<file path="src/rtl/drive_cmd_pkg.sv">
package drive_cmd_pkg;

  // ------------------------------------------------------------
  // object indices
  // ------------------------------------------------------------
  localparam logic [15:0] IDX_COMMAND_WORD = 16'h6040;
  localparam logic [15:0] IDX_STATE_WORD = 16'h6041;
  localparam logic [15:0] IDX_MODE_SELECT = 16'h6060;
  localparam logic [15:0] IDX_MODE_DISPLAY = 16'h6061;

  localparam logic [15:0] COMMAND_WORD_RST = 16'h0000;
  localparam logic [7:0] MODE_SELECT_RST = 8'h00;
  localparam logic [7:0] MODE_DISPLAY_RST = 8'h00;
  localparam logic [7:0] MODE_MAX = 8'h0A;

  // ------------------------------------------------------------
  // command word fields
  // ------------------------------------------------------------
  localparam int CW_SWITCH_ON = 0;
  localparam int CW_POWER = 1;
  localparam int CW_QSTOP_N = 2;
  localparam int CW_ENABLE_OP = 3;
  localparam int CW_MODE_LO = 4;
  localparam int CW_FAULT_RESET = 7;
  localparam int CW_HALT = 8;

  // ------------------------------------------------------------
  // operation modes
  // ------------------------------------------------------------
  localparam logic [7:0] MODE_PROFILE_POS = 8'h01;
  localparam logic [7:0] MODE_PROFILE_TORQUE = 8'h04;
  localparam logic [7:0] MODE_PROFILE_VEL = 8'h03;
  localparam logic [7:0] MODE_HOMING = 8'h06;
  localparam logic [7:0] MODE_INTERP_POS = 8'h07;
  localparam logic [7:0] MODE_CYC_POS = 8'h08;
  localparam logic [7:0] MODE_CYC_VEL = 8'h09;
  localparam logic [7:0] MODE_CYC_TORQUE = 8'h0A;

  // ------------------------------------------------------------
  // state word patterns, bits 0..9
  // ------------------------------------------------------------
  localparam logic [15:0] SW_NOT_READY = 16'h0000;
  localparam logic [15:0] SW_SWITCH_DISABLED = 16'h0250;
  localparam logic [15:0] SW_READY = 16'h0231;
  localparam logic [15:0] SW_SWITCHED_ON = 16'h0233;
  localparam logic [15:0] SW_OP_ENABLED = 16'h0237;
  localparam logic [15:0] SW_QSTOP = 16'h0217;
  localparam logic [15:0] SW_FAULT_REACT = 16'h021F;
  localparam logic [15:0] SW_FAULT = 16'h0218;
  localparam int SW_WARNING = 7;
  localparam int SW_TARGET = 10;
  localparam int SW_LIMIT = 11;
  localparam int SW_MODE_LO = 12;
  localparam int SW_MODE_HI = 13;
  localparam int SW_HOMED = 15;

  typedef enum logic [7:0] {
    ST_NOT_READY = 8'h01,
    ST_SWITCH_DISABLED = 8'h02,
    ST_READY = 8'h04,
    ST_SWITCHED_ON = 8'h08,
    ST_OP_ENABLED = 8'h10,
    ST_QSTOP = 8'h20,
    ST_FAULT_REACT = 8'h40,
    ST_FAULT = 8'h80
  } drive_state_t;

  typedef enum logic [5:0] {
    CMD_NONE = 6'h01,
    CMD_SHUTDOWN = 6'h02,
    CMD_SWITCH_ON = 6'h04,
    CMD_ENABLE_OP = 6'h08,
    CMD_DISABLE_VOLT = 6'h10,
    CMD_QUICK_STOP = 6'h20
  } drive_cmd_t;

  // ------------------------------------------------------------
  // carriers
  // ------------------------------------------------------------
  typedef struct packed {
    logic wr;
    logic rd;
    logic [15:0] index;
    logic [15:0] wdata;
  } obj_req_t;

  typedef struct packed {
    logic ack;
    logic err;
    logic [15:0] rdata;
  } obj_rsp_t;

  typedef struct packed {
    logic failure;
    logic react_done;
    logic qstop_done;
    logic qstop_resume;
    logic warning;
    logic target_reached;
    logic sw_limit;
    logic [1:0] mode_stat;
    logic homed;
  } drive_fb_t;

  typedef struct packed {
    logic power_on;
    logic op_enable;
    logic quick_stop;
    logic halt;
    logic fault_reset;
    logic pp_new_setpoint;
    logic pp_change_now;
    logic pp_relative;
    logic hm_start;
  } drive_ctl_t;

endpackage

</file>
<file path="src/rtl/drive_cmd_decode.sv">
module drive_cmd_decode (
  // command word in
  input wire logic [15:0] cw_i,
  // decoded command out
  output drive_cmd_pkg::drive_cmd_t cmd_o
);

  logic [3:0] low;

  assign low = {cw_i[drive_cmd_pkg::CW_ENABLE_OP],
                cw_i[drive_cmd_pkg::CW_QSTOP_N],
                cw_i[drive_cmd_pkg::CW_POWER],
                cw_i[drive_cmd_pkg::CW_SWITCH_ON]};

  // priority order bit 1, bit 2, bit 0, bit 3; every value gives a command
  always_comb begin
    cmd_o = drive_cmd_pkg::CMD_NONE;
    if (!low[1]) begin
      cmd_o = drive_cmd_pkg::CMD_DISABLE_VOLT;
    end else if (!low[2]) begin
      cmd_o = drive_cmd_pkg::CMD_QUICK_STOP;
    end else if (!low[0]) begin
      cmd_o = drive_cmd_pkg::CMD_SHUTDOWN;
    end else if (!low[3]) begin
      cmd_o = drive_cmd_pkg::CMD_SWITCH_ON;
    end else begin
      cmd_o = drive_cmd_pkg::CMD_ENABLE_OP;
    end
  end

endmodule

</file>
<file path="src/rtl/drive_cmd_status.sv">
// What this block does
// - bits 0,1,3 active high
// - bit 2 low requests quick stop
// - fault reset on bit7 rise; held blocks commands
// - bits 4..6 decoded per active mode
// - bit 8 halts using the mode pause
// - every bit pattern forms a command, by priority
// - not ready and switch disabled patterns
// - ready, switched on, enabled patterns
// - quick stop, fault reaction, fault patterns
// - state bits 12,13 depend on mode
// - bits 10,11,15 same in every mode
// - mode selector writable, values 0..10
// - mode codes 1,3,6,8,9,10 decoded
// - modes 4 and 7 not supported
// - read-only display of mode in effect
// - 6,7,F,2,0 command words walk states
// - failure enters fault reaction, then fault
module drive_cmd_status #(
  parameter int CW_W = 16
) (
  // clock and reset
  input wire logic ref_clk_i,
  input wire logic rstn_i,
  // object access port
  input drive_cmd_pkg::obj_req_t obj_req_i,
  output drive_cmd_pkg::obj_rsp_t obj_rsp_o,
  // drive feedback and control
  input drive_cmd_pkg::drive_fb_t fb_i,
  output drive_cmd_pkg::drive_ctl_t ctl_o,
  // snapshots
  output logic [15:0] state_word_o,
  output logic [7:0] mode_display_o
);

  if (CW_W != 16) begin : g_check
    $error("command word width must be 16");
  end

  // ------------------------------------------------------------
  // state
  // ------------------------------------------------------------
  typedef struct packed {
    drive_cmd_pkg::drive_state_t st;
    logic [15:0] cw;
    logic [7:0] mode_sel;
    logic [7:0] mode_disp;
    logic bit7_prev;
    logic [15:0] sw;
    drive_cmd_pkg::obj_rsp_t rsp;
    drive_cmd_pkg::drive_ctl_t ctl;
  } core_t;

  core_t s_reg;
  core_t s_next;
  drive_cmd_pkg::drive_cmd_t cmd;

  drive_cmd_decode u_decode (
    .cw_i(s_reg.cw),
    .cmd_o(cmd)
  );

  function automatic logic mode_ok(input logic [7:0] m);
    unique case (m)
      drive_cmd_pkg::MODE_PROFILE_POS,
      drive_cmd_pkg::MODE_PROFILE_VEL,
      drive_cmd_pkg::MODE_HOMING,
      drive_cmd_pkg::MODE_CYC_POS,
      drive_cmd_pkg::MODE_CYC_VEL,
      drive_cmd_pkg::MODE_CYC_TORQUE: mode_ok = 1'b1;
      // profile torque, interpolation and reserved codes refused
      default: mode_ok = 1'b0;
    endcase
  endfunction

  function automatic logic [15:0] pattern(
    input drive_cmd_pkg::drive_state_t st
  );
    unique case (st)
      drive_cmd_pkg::ST_NOT_READY: pattern = drive_cmd_pkg::SW_NOT_READY;
      drive_cmd_pkg::ST_SWITCH_DISABLED: begin
        pattern = drive_cmd_pkg::SW_SWITCH_DISABLED;
      end
      drive_cmd_pkg::ST_READY: pattern = drive_cmd_pkg::SW_READY;
      drive_cmd_pkg::ST_SWITCHED_ON: begin
        pattern = drive_cmd_pkg::SW_SWITCHED_ON;
      end
      drive_cmd_pkg::ST_OP_ENABLED: begin
        pattern = drive_cmd_pkg::SW_OP_ENABLED;
      end
      drive_cmd_pkg::ST_QSTOP: pattern = drive_cmd_pkg::SW_QSTOP;
      drive_cmd_pkg::ST_FAULT_REACT: begin
        pattern = drive_cmd_pkg::SW_FAULT_REACT;
      end
      drive_cmd_pkg::ST_FAULT: pattern = drive_cmd_pkg::SW_FAULT;
      default: pattern = drive_cmd_pkg::SW_NOT_READY;
    endcase
  endfunction

  logic bit7;
  logic reset_edge;
  logic [7:0] wmode;

  assign bit7 = s_reg.cw[drive_cmd_pkg::CW_FAULT_RESET];
  assign reset_edge = bit7 && !s_reg.bit7_prev;
  assign wmode = obj_req_i.wdata[7:0];

  // ------------------------------------------------------------
  // next state
  // ------------------------------------------------------------
  always_comb begin
    s_next = s_reg;
    s_next.bit7_prev = bit7;
    s_next.rsp = '0;

    // object access: one cycle answer to each request
    if (obj_req_i.wr) begin
      s_next.rsp.ack = 1'b1;
      unique case (obj_req_i.index)
        drive_cmd_pkg::IDX_COMMAND_WORD: s_next.cw = obj_req_i.wdata;
        drive_cmd_pkg::IDX_MODE_SELECT: begin
          // selector is signed 8 bit; outside 0..10 refused
          if (obj_req_i.wdata[15:8] == 8'h00 &&
              wmode <= drive_cmd_pkg::MODE_MAX) begin
            s_next.mode_sel = wmode;
          end else begin
            s_next.rsp.err = 1'b1;
          end
        end
        default: s_next.rsp.err = 1'b1;
      endcase
    end else if (obj_req_i.rd) begin
      s_next.rsp.ack = 1'b1;
      unique case (obj_req_i.index)
        drive_cmd_pkg::IDX_COMMAND_WORD: s_next.rsp.rdata = s_reg.cw;
        drive_cmd_pkg::IDX_STATE_WORD: s_next.rsp.rdata = s_reg.sw;
        drive_cmd_pkg::IDX_MODE_SELECT: begin
          s_next.rsp.rdata = {8'h00, s_reg.mode_sel};
        end
        drive_cmd_pkg::IDX_MODE_DISPLAY: begin
          s_next.rsp.rdata = {8'h00, s_reg.mode_disp};
        end
        default: s_next.rsp.err = 1'b1;
      endcase
    end

    // mode in effect follows a supported selector only
    if (mode_ok(s_reg.mode_sel)) begin
      s_next.mode_disp = s_reg.mode_sel;
    end // otherwise display keeps its value

    // state machine; the master keeps the command order
    unique case (s_reg.st)
      drive_cmd_pkg::ST_NOT_READY: begin
        s_next.st = drive_cmd_pkg::ST_SWITCH_DISABLED;
      end
      drive_cmd_pkg::ST_FAULT_REACT: begin
        if (fb_i.react_done) begin
          s_next.st = drive_cmd_pkg::ST_FAULT;
        end
      end
      drive_cmd_pkg::ST_FAULT: begin
        if (reset_edge) begin
          s_next.st = drive_cmd_pkg::ST_SWITCH_DISABLED;
        end
      end
      default: begin
        // held reset bit freezes every other command
        if (!bit7) begin
          unique case (s_reg.st)
            drive_cmd_pkg::ST_SWITCH_DISABLED: begin
              if (cmd == drive_cmd_pkg::CMD_SHUTDOWN) begin
                s_next.st = drive_cmd_pkg::ST_READY;
              end
            end
            drive_cmd_pkg::ST_READY: begin
              if (cmd == drive_cmd_pkg::CMD_SWITCH_ON) begin
                s_next.st = drive_cmd_pkg::ST_SWITCHED_ON;
              end else if (cmd == drive_cmd_pkg::CMD_DISABLE_VOLT ||
                           cmd == drive_cmd_pkg::CMD_QUICK_STOP) begin
                s_next.st = drive_cmd_pkg::ST_SWITCH_DISABLED;
              end
            end
            drive_cmd_pkg::ST_SWITCHED_ON: begin
              if (cmd == drive_cmd_pkg::CMD_ENABLE_OP) begin
                s_next.st = drive_cmd_pkg::ST_OP_ENABLED;
              end else if (cmd == drive_cmd_pkg::CMD_SHUTDOWN) begin
                s_next.st = drive_cmd_pkg::ST_READY;
              end else if (cmd == drive_cmd_pkg::CMD_DISABLE_VOLT ||
                           cmd == drive_cmd_pkg::CMD_QUICK_STOP) begin
                s_next.st = drive_cmd_pkg::ST_SWITCH_DISABLED;
              end
            end
            drive_cmd_pkg::ST_OP_ENABLED: begin
              if (cmd == drive_cmd_pkg::CMD_SWITCH_ON) begin
                s_next.st = drive_cmd_pkg::ST_SWITCHED_ON;
              end else if (cmd == drive_cmd_pkg::CMD_SHUTDOWN) begin
                s_next.st = drive_cmd_pkg::ST_READY;
              end else if (cmd == drive_cmd_pkg::CMD_QUICK_STOP) begin
                s_next.st = drive_cmd_pkg::ST_QSTOP;
              end else if (cmd == drive_cmd_pkg::CMD_DISABLE_VOLT) begin
                s_next.st = drive_cmd_pkg::ST_SWITCH_DISABLED;
              end
            end
            drive_cmd_pkg::ST_QSTOP: begin
              if (cmd == drive_cmd_pkg::CMD_DISABLE_VOLT) begin
                s_next.st = drive_cmd_pkg::ST_SWITCH_DISABLED;
              end else if (fb_i.qstop_done && !fb_i.qstop_resume) begin
                s_next.st = drive_cmd_pkg::ST_SWITCH_DISABLED;
              end else if (fb_i.qstop_done &&
                           cmd == drive_cmd_pkg::CMD_ENABLE_OP) begin
                s_next.st = drive_cmd_pkg::ST_OP_ENABLED;
              end
            end
            default: s_next.st = drive_cmd_pkg::ST_NOT_READY;
          endcase
        end
        // failure outranks any command in the same cycle
        if (fb_i.failure) begin
          s_next.st = drive_cmd_pkg::ST_FAULT_REACT;
        end
      end
    endcase

    // state word built from the next state, no stale mix
    s_next.sw = pattern(s_next.st);
    if (s_next.st != drive_cmd_pkg::ST_NOT_READY) begin
      s_next.sw[drive_cmd_pkg::SW_WARNING] = fb_i.warning;
      s_next.sw[drive_cmd_pkg::SW_TARGET] = fb_i.target_reached;
      s_next.sw[drive_cmd_pkg::SW_LIMIT] = fb_i.sw_limit;
      s_next.sw[drive_cmd_pkg::SW_HOMED] = fb_i.homed;
      s_next.sw[drive_cmd_pkg::SW_MODE_HI:drive_cmd_pkg::SW_MODE_LO] =
        fb_i.mode_stat;
    end

    // control outputs
    s_next.ctl = '0;
    s_next.ctl.fault_reset = (s_reg.st == drive_cmd_pkg::ST_FAULT) &&
                             reset_edge;
    s_next.ctl.power_on = s_next.st inside {drive_cmd_pkg::ST_SWITCHED_ON,
      drive_cmd_pkg::ST_OP_ENABLED, drive_cmd_pkg::ST_QSTOP};
    s_next.ctl.quick_stop = s_next.st == drive_cmd_pkg::ST_QSTOP;
    if (s_next.st == drive_cmd_pkg::ST_OP_ENABLED) begin
      s_next.ctl.op_enable = 1'b1;
      s_next.ctl.halt = s_reg.cw[drive_cmd_pkg::CW_HALT];
      // bits 4..6 read in the light of the mode in effect
      unique case (s_reg.mode_disp)
        drive_cmd_pkg::MODE_PROFILE_POS: begin
          s_next.ctl.pp_new_setpoint = s_reg.cw[drive_cmd_pkg::CW_MODE_LO];
          s_next.ctl.pp_change_now =
            s_reg.cw[drive_cmd_pkg::CW_MODE_LO + 1];
          s_next.ctl.pp_relative =
            s_reg.cw[drive_cmd_pkg::CW_MODE_LO + 2];
        end
        drive_cmd_pkg::MODE_HOMING: begin
          s_next.ctl.hm_start = s_reg.cw[drive_cmd_pkg::CW_MODE_LO];
        end
        default: begin
        end
      endcase
    end
  end

  // ------------------------------------------------------------
  // registers
  // ------------------------------------------------------------
  always_ff @(posedge ref_clk_i or negedge rstn_i) begin
    if (!rstn_i) begin
      s_reg.st <= drive_cmd_pkg::ST_NOT_READY;
      s_reg.cw <= drive_cmd_pkg::COMMAND_WORD_RST;
      s_reg.mode_sel <= drive_cmd_pkg::MODE_SELECT_RST;
      s_reg.mode_disp <= drive_cmd_pkg::MODE_DISPLAY_RST;
      s_reg.bit7_prev <= 1'b0;
      s_reg.sw <= drive_cmd_pkg::SW_NOT_READY;
      s_reg.rsp <= '0;
      s_reg.ctl <= '0;
    end else begin
      s_reg <= s_next;
    end
  end

  assign obj_rsp_o = s_reg.rsp;
  assign ctl_o = s_reg.ctl;
  assign state_word_o = s_reg.sw;
  assign mode_display_o = s_reg.mode_disp;

endmodule

</file>
<file path="config.mk">
export PLATFORM = sky130hd
export DESIGN_NAME = drive_cmd_status
export DESIGN_NICKNAME = d
export VERILOG_FILES = /design/src/rtl/drive_cmd_pkg.sv /design/src/rtl/drive_cmd_decode.sv /design/src/rtl/drive_cmd_status.sv
export SDC_FILE = /design/constraint.sdc
export NUM_CORES = 1
export LEC_CHECK = 0
export BUFFER_PORTS_ARGS = -buffer_cell sky130_fd_sc_hd__buf_2
export CAP_MARGIN = 20
export CORE_MARGIN = 2
export CORE_UTILIZATION = 52
export CTS_CLUSTER_DIAMETER = 120
export DETAILED_ROUTE_END_ITERATION = 8
export PLACE_DENSITY = 0.77
export SETUP_SLACK_MARGIN = 0.2
export SYNTH_ARGS = -nofsm -noshare
export SYNTH_HDL_FRONTEND = slang
export SYNTH_HIERARCHICAL = 1
export SYNTH_SLANG_ARGS = --single-unit
</file>
<file path="constraint.sdc">
create_clock -name ref_clk_i -period 4.1 [get_ports ref_clk_i]
set_input_delay 0.615 -clock ref_clk_i [delete_from_list [all_inputs] [get_ports ref_clk_i]]
set_output_delay 0.615 -clock ref_clk_i [all_outputs]
set_load 0.005 [all_outputs]
</file>
==> key figures <==
Yosys
  • Yosys warns: 6
  • Area share of the largest cell type after synthesis: 0.452
  • Primary FF master, synth: dfrtp_1
  • Simple-Gate Fraction of Synth Area: 0.213
  • Synth Area in Adders: 0
  • EDFF count, synth: 0
  • Complex-gate fraction of the synthesized area: 0.0998
  • Synth async-reset ratio: 1.00
  • Post-Synth XOR/XNOR Area: 0.0119
  • Mux cell area share after synthesis: 0.0950
  • Synthesized area: 0.00443 mm²
  • Largest area contributor in the netlist: dfrtp_1
  • Cell variety after synth: 70
  • Top cells by area, synth: dfrtp_1, buf_4, mux2_2
  • Largest family of logic cells by synthesized area: simple AND/OR/NAND/NOR gates
  • Post-synthesis sequential area ratio: 0.458
  • Synth Area per Inst: 10.3 µm²
  • FF+latch count, synth: 81
  • Cells after Synth: 428

Detailed routing
  • DRC violations left: 0
  • Top Layer Used: met4
  • Met2 WL post-DR: ~5 mm
  • DRT iter0 DRCs: 255
  • Router iterations before antenna repair: 6
  • Routed WL: between 9 and 10 mm
  • Met3 Wirelength: about 770 µm
  • M1 WL: 4.00 mm
  • Vias/cell: 5.79
  • Routed wire per std cell: 17.4 µm
  • ANT nets after route: 0
  • Vias: 3313

Finish
  • Share of layout cells above drive strength 1: 0.338
  • # nets final: about 510
  • Most common cell after layout, fill and taps aside: buf_2
  • Fin cells: 572
  • Max reg flops: 32
  • Synthesis-to-layout area growth: 7.38%
  • Antenna diodes: 0
  • Most frequent cells in the layout: buf_2, dfrtp_1, nor2_1

STA
  • Setup WS post-layout: 0.468 ns
  • Measured slew at the worst slew-check pin: approximately 0.97 ns
  • RSZ-0062 raised after global routing: false
  • Period utilization: 0.886
  • Hold Vio Cnt, Final: 0
  • Setup violators final: 0
  • Max Freq: 275 MHz
  • Clock Skew: roughly 0.012 ns
  • Setup TNS: 0 ns
  • Tmin final: 3.63 ns
  • Slew Viols, Final: 0
  • Worst slew margin: 0.355

Place
  • Placed wire-length estimate: between 7 and 8 mm
  • Port bufs: 94
  • Final RePlAce weighted congestion: about 0.94
  • Dpl cells: 556
  • DP Worst Slack: between 0.4 and 0.5 ns

Clock tree
  • Hold buffers post-CTS: 0
  • CTS tree: done
  • CTS Buffer Depth: 2
  • Clk_lat worst skew: 0.35 ns
  • Worst-path clk slew: 0.08 ns
  • CTS Buf Count: 9
  • Root buffer cell: clkbuf_8
  • Clock Sink Count: just over 80
  • H-tree Lvls: 3

Hold path
  • Min-delay worst type: in -> async

Worst setup path
  • CP startpoint kind: register
  • Cells on worst reg2reg path: 9
  • CP endpoint kind: register
  • FF-to-FF End: ctl_o[3]
  • Critical R2R Launch: s_reg[61]
  • Critical setup path kind: reg -> reg
  • CP endpoint: ctl_o[3]
  • Crit path cell chain: and4b_1, or4_4, nor3b_4, or4_1, a31oi_1, or2_4, or3b_1, or4b_4, nor4_1
  • Data required time of the worst path: between 4 and 5 ns
  • Bufs and invs on worst path: 0
  • CP Depth: 9
  • Cell family with most CP delay: simple AND/OR/NAND/NOR gates
  • CP max-delay cell: or4b_4
  • FF-to-FF setup slack: between 0.4 and 0.5 ns
  • Critical path arrival: approximately 3.9 ns
  • Worst setup path startpoint: s_reg[61]
  • Slowest stage delay, CP: around 0.62 ns
  • Crit-path max FO: 8

Pwr
  • P_sw: 546 µW
  • Switching share of power: 0.300
  • Seq pwr share: 0.491
  • Static Leak: 2.35 nW
  • Comb power frac: 0.198
  • Total power: ~1.8 mW
  • Clock power share: 0.311
  • Pwr/cell area: ~380 mW/mm²
  • Peak VDD IR: 0.000177 V
  • P_int: ~1.3 mW

Floorplanning
  • I/O pins: 97
  • Total Die Area: 0.00927 mm²
  • Initial core utilization: 0.539
  • Core area: 0.00822 mm²
  • Die height: just under 100 µm
  • Die X: 96.3 µm
  • Std-Cell Rows: 33

Global routing
  • Total global-route track usage: 0.223
  • Largest net degree at the start of global routing: 82
  • Wire length of the first global-routing pass: 15.7 mm
  • Global route overflow: 0
  • Initial antenna violation count: 0
  • Vias in the first global route: 3143

Run status
  • Run status: completed

Run
  • Number of max-cap violations: 0
[cell families after synthesis]
group	after synthesis
xor+xnor	6
flops	81
compound gates	60
simple gates	157
mux	37
buf+inv	85
other cells	2
[repair_timing]
action | CTS | global route
resized for setup | 0 | 1
buffers inserted | 0 | 0
endpoints found under the setup margin | 0 | 5
[cell usage after synthesis (2+ instances only)]
master     n
a222oi_1   7
xor2_1     5
nand2b_1  11
a211o_1    2
nor2b_1   21
buf_2      4
o21ai_1    2
clkbuf_1  16
or3_1      2
a21o_1     2
and3_1     5
nor3_1    10
or4_1      2
nor4bb_1   2
nand3b_1   3
mux2i_1    6
buf_4     52
buf_6      2
inv_1     11
a31oi_1    2
conb_1     2
or2_2      4
and2_1     6
mux2_2    30
a32oi_1    2
nand4b_1   3
or3b_1     2
nor4b_1    6
nor2_1    31
a21oi_1   11
o21ai_0    8
o22ai_1    2
dfrtp_1   80
o211ai_1   3
nand2_1   16
o31ai_1    3
nor4_1    13
nand3_1    7
[metal layers]
| layer | track usage | up-vias |
|---|---|---|
| met2 | 0.364 | 163 |
| met3 | 0.0431 | 23 |
| li1 | - | 1550 |
| met1 | 0.288 | 1577 |
| met5 | 0 | - |
| met4 | 0.0952 | 0 |
[stage by stage]
step / cell area (µm²) / utilization / hold WS [ns]
2_1_floorplan: 4430 / - / 0.319
3_3_place_gp: 4560 / 0.555 / 0.461
3_5_place_dp: 4560 / 0.555 / 0.470
4_1_cts: 4750 / 0.578 / 0.447
5_1_grt: 4750 / 0.578 / 0.479
6_report: 4750 / 0.578 / 0.413
[power groups by stage]
| stage | Clock (mW) | Sequential, mW | Combinational [mW] |
|---|---|---|---|
| global route | 0.610 | 0.901 | 0.395 |
| finish | 0.565 | 0.894 | 0.360 |
| global placement | 0 | 0.908 | 0.353 |
| floorplan | 0 | 0.871 | 0.296 |
| CTS | 0.575 | 0.892 | 0.357 |
| detailed placement | 0 | 0.907 | 0.354 |
[cell type report]
| cell class | instances | area (µm²) |
|---|---|---|
| tap | 105 | 131 |
| clock inverter | 6 | 67.6 |
| timing repair buffer | 96 | 488 |
| inverter | 11 | 41.3 |
| clock buffer | 10 | 128 |
| sequential | 81 | 2030 |
| fill | 721 | 3460 |
| multi-input combinational | 263 | 1870 |
[worst min-delay path by stage]
stage,start,endpoint,slack [ns],cells after the start
final,rstn_i,ctl_o[7],0.41,1
after CTS,rstn_i,ctl_o[1],0.45,1
after global routing,fb_i[2],state_word_o[13],0.48,2
after floorplan,rstn_i,bit7,0.32,0
after detailed placement,s_reg[43],ctl_o[4],0.47,1
after global placement,s_reg[43],ctl_o[4],0.46,1
Note: power is estimated with default switching activity, not from simulation.
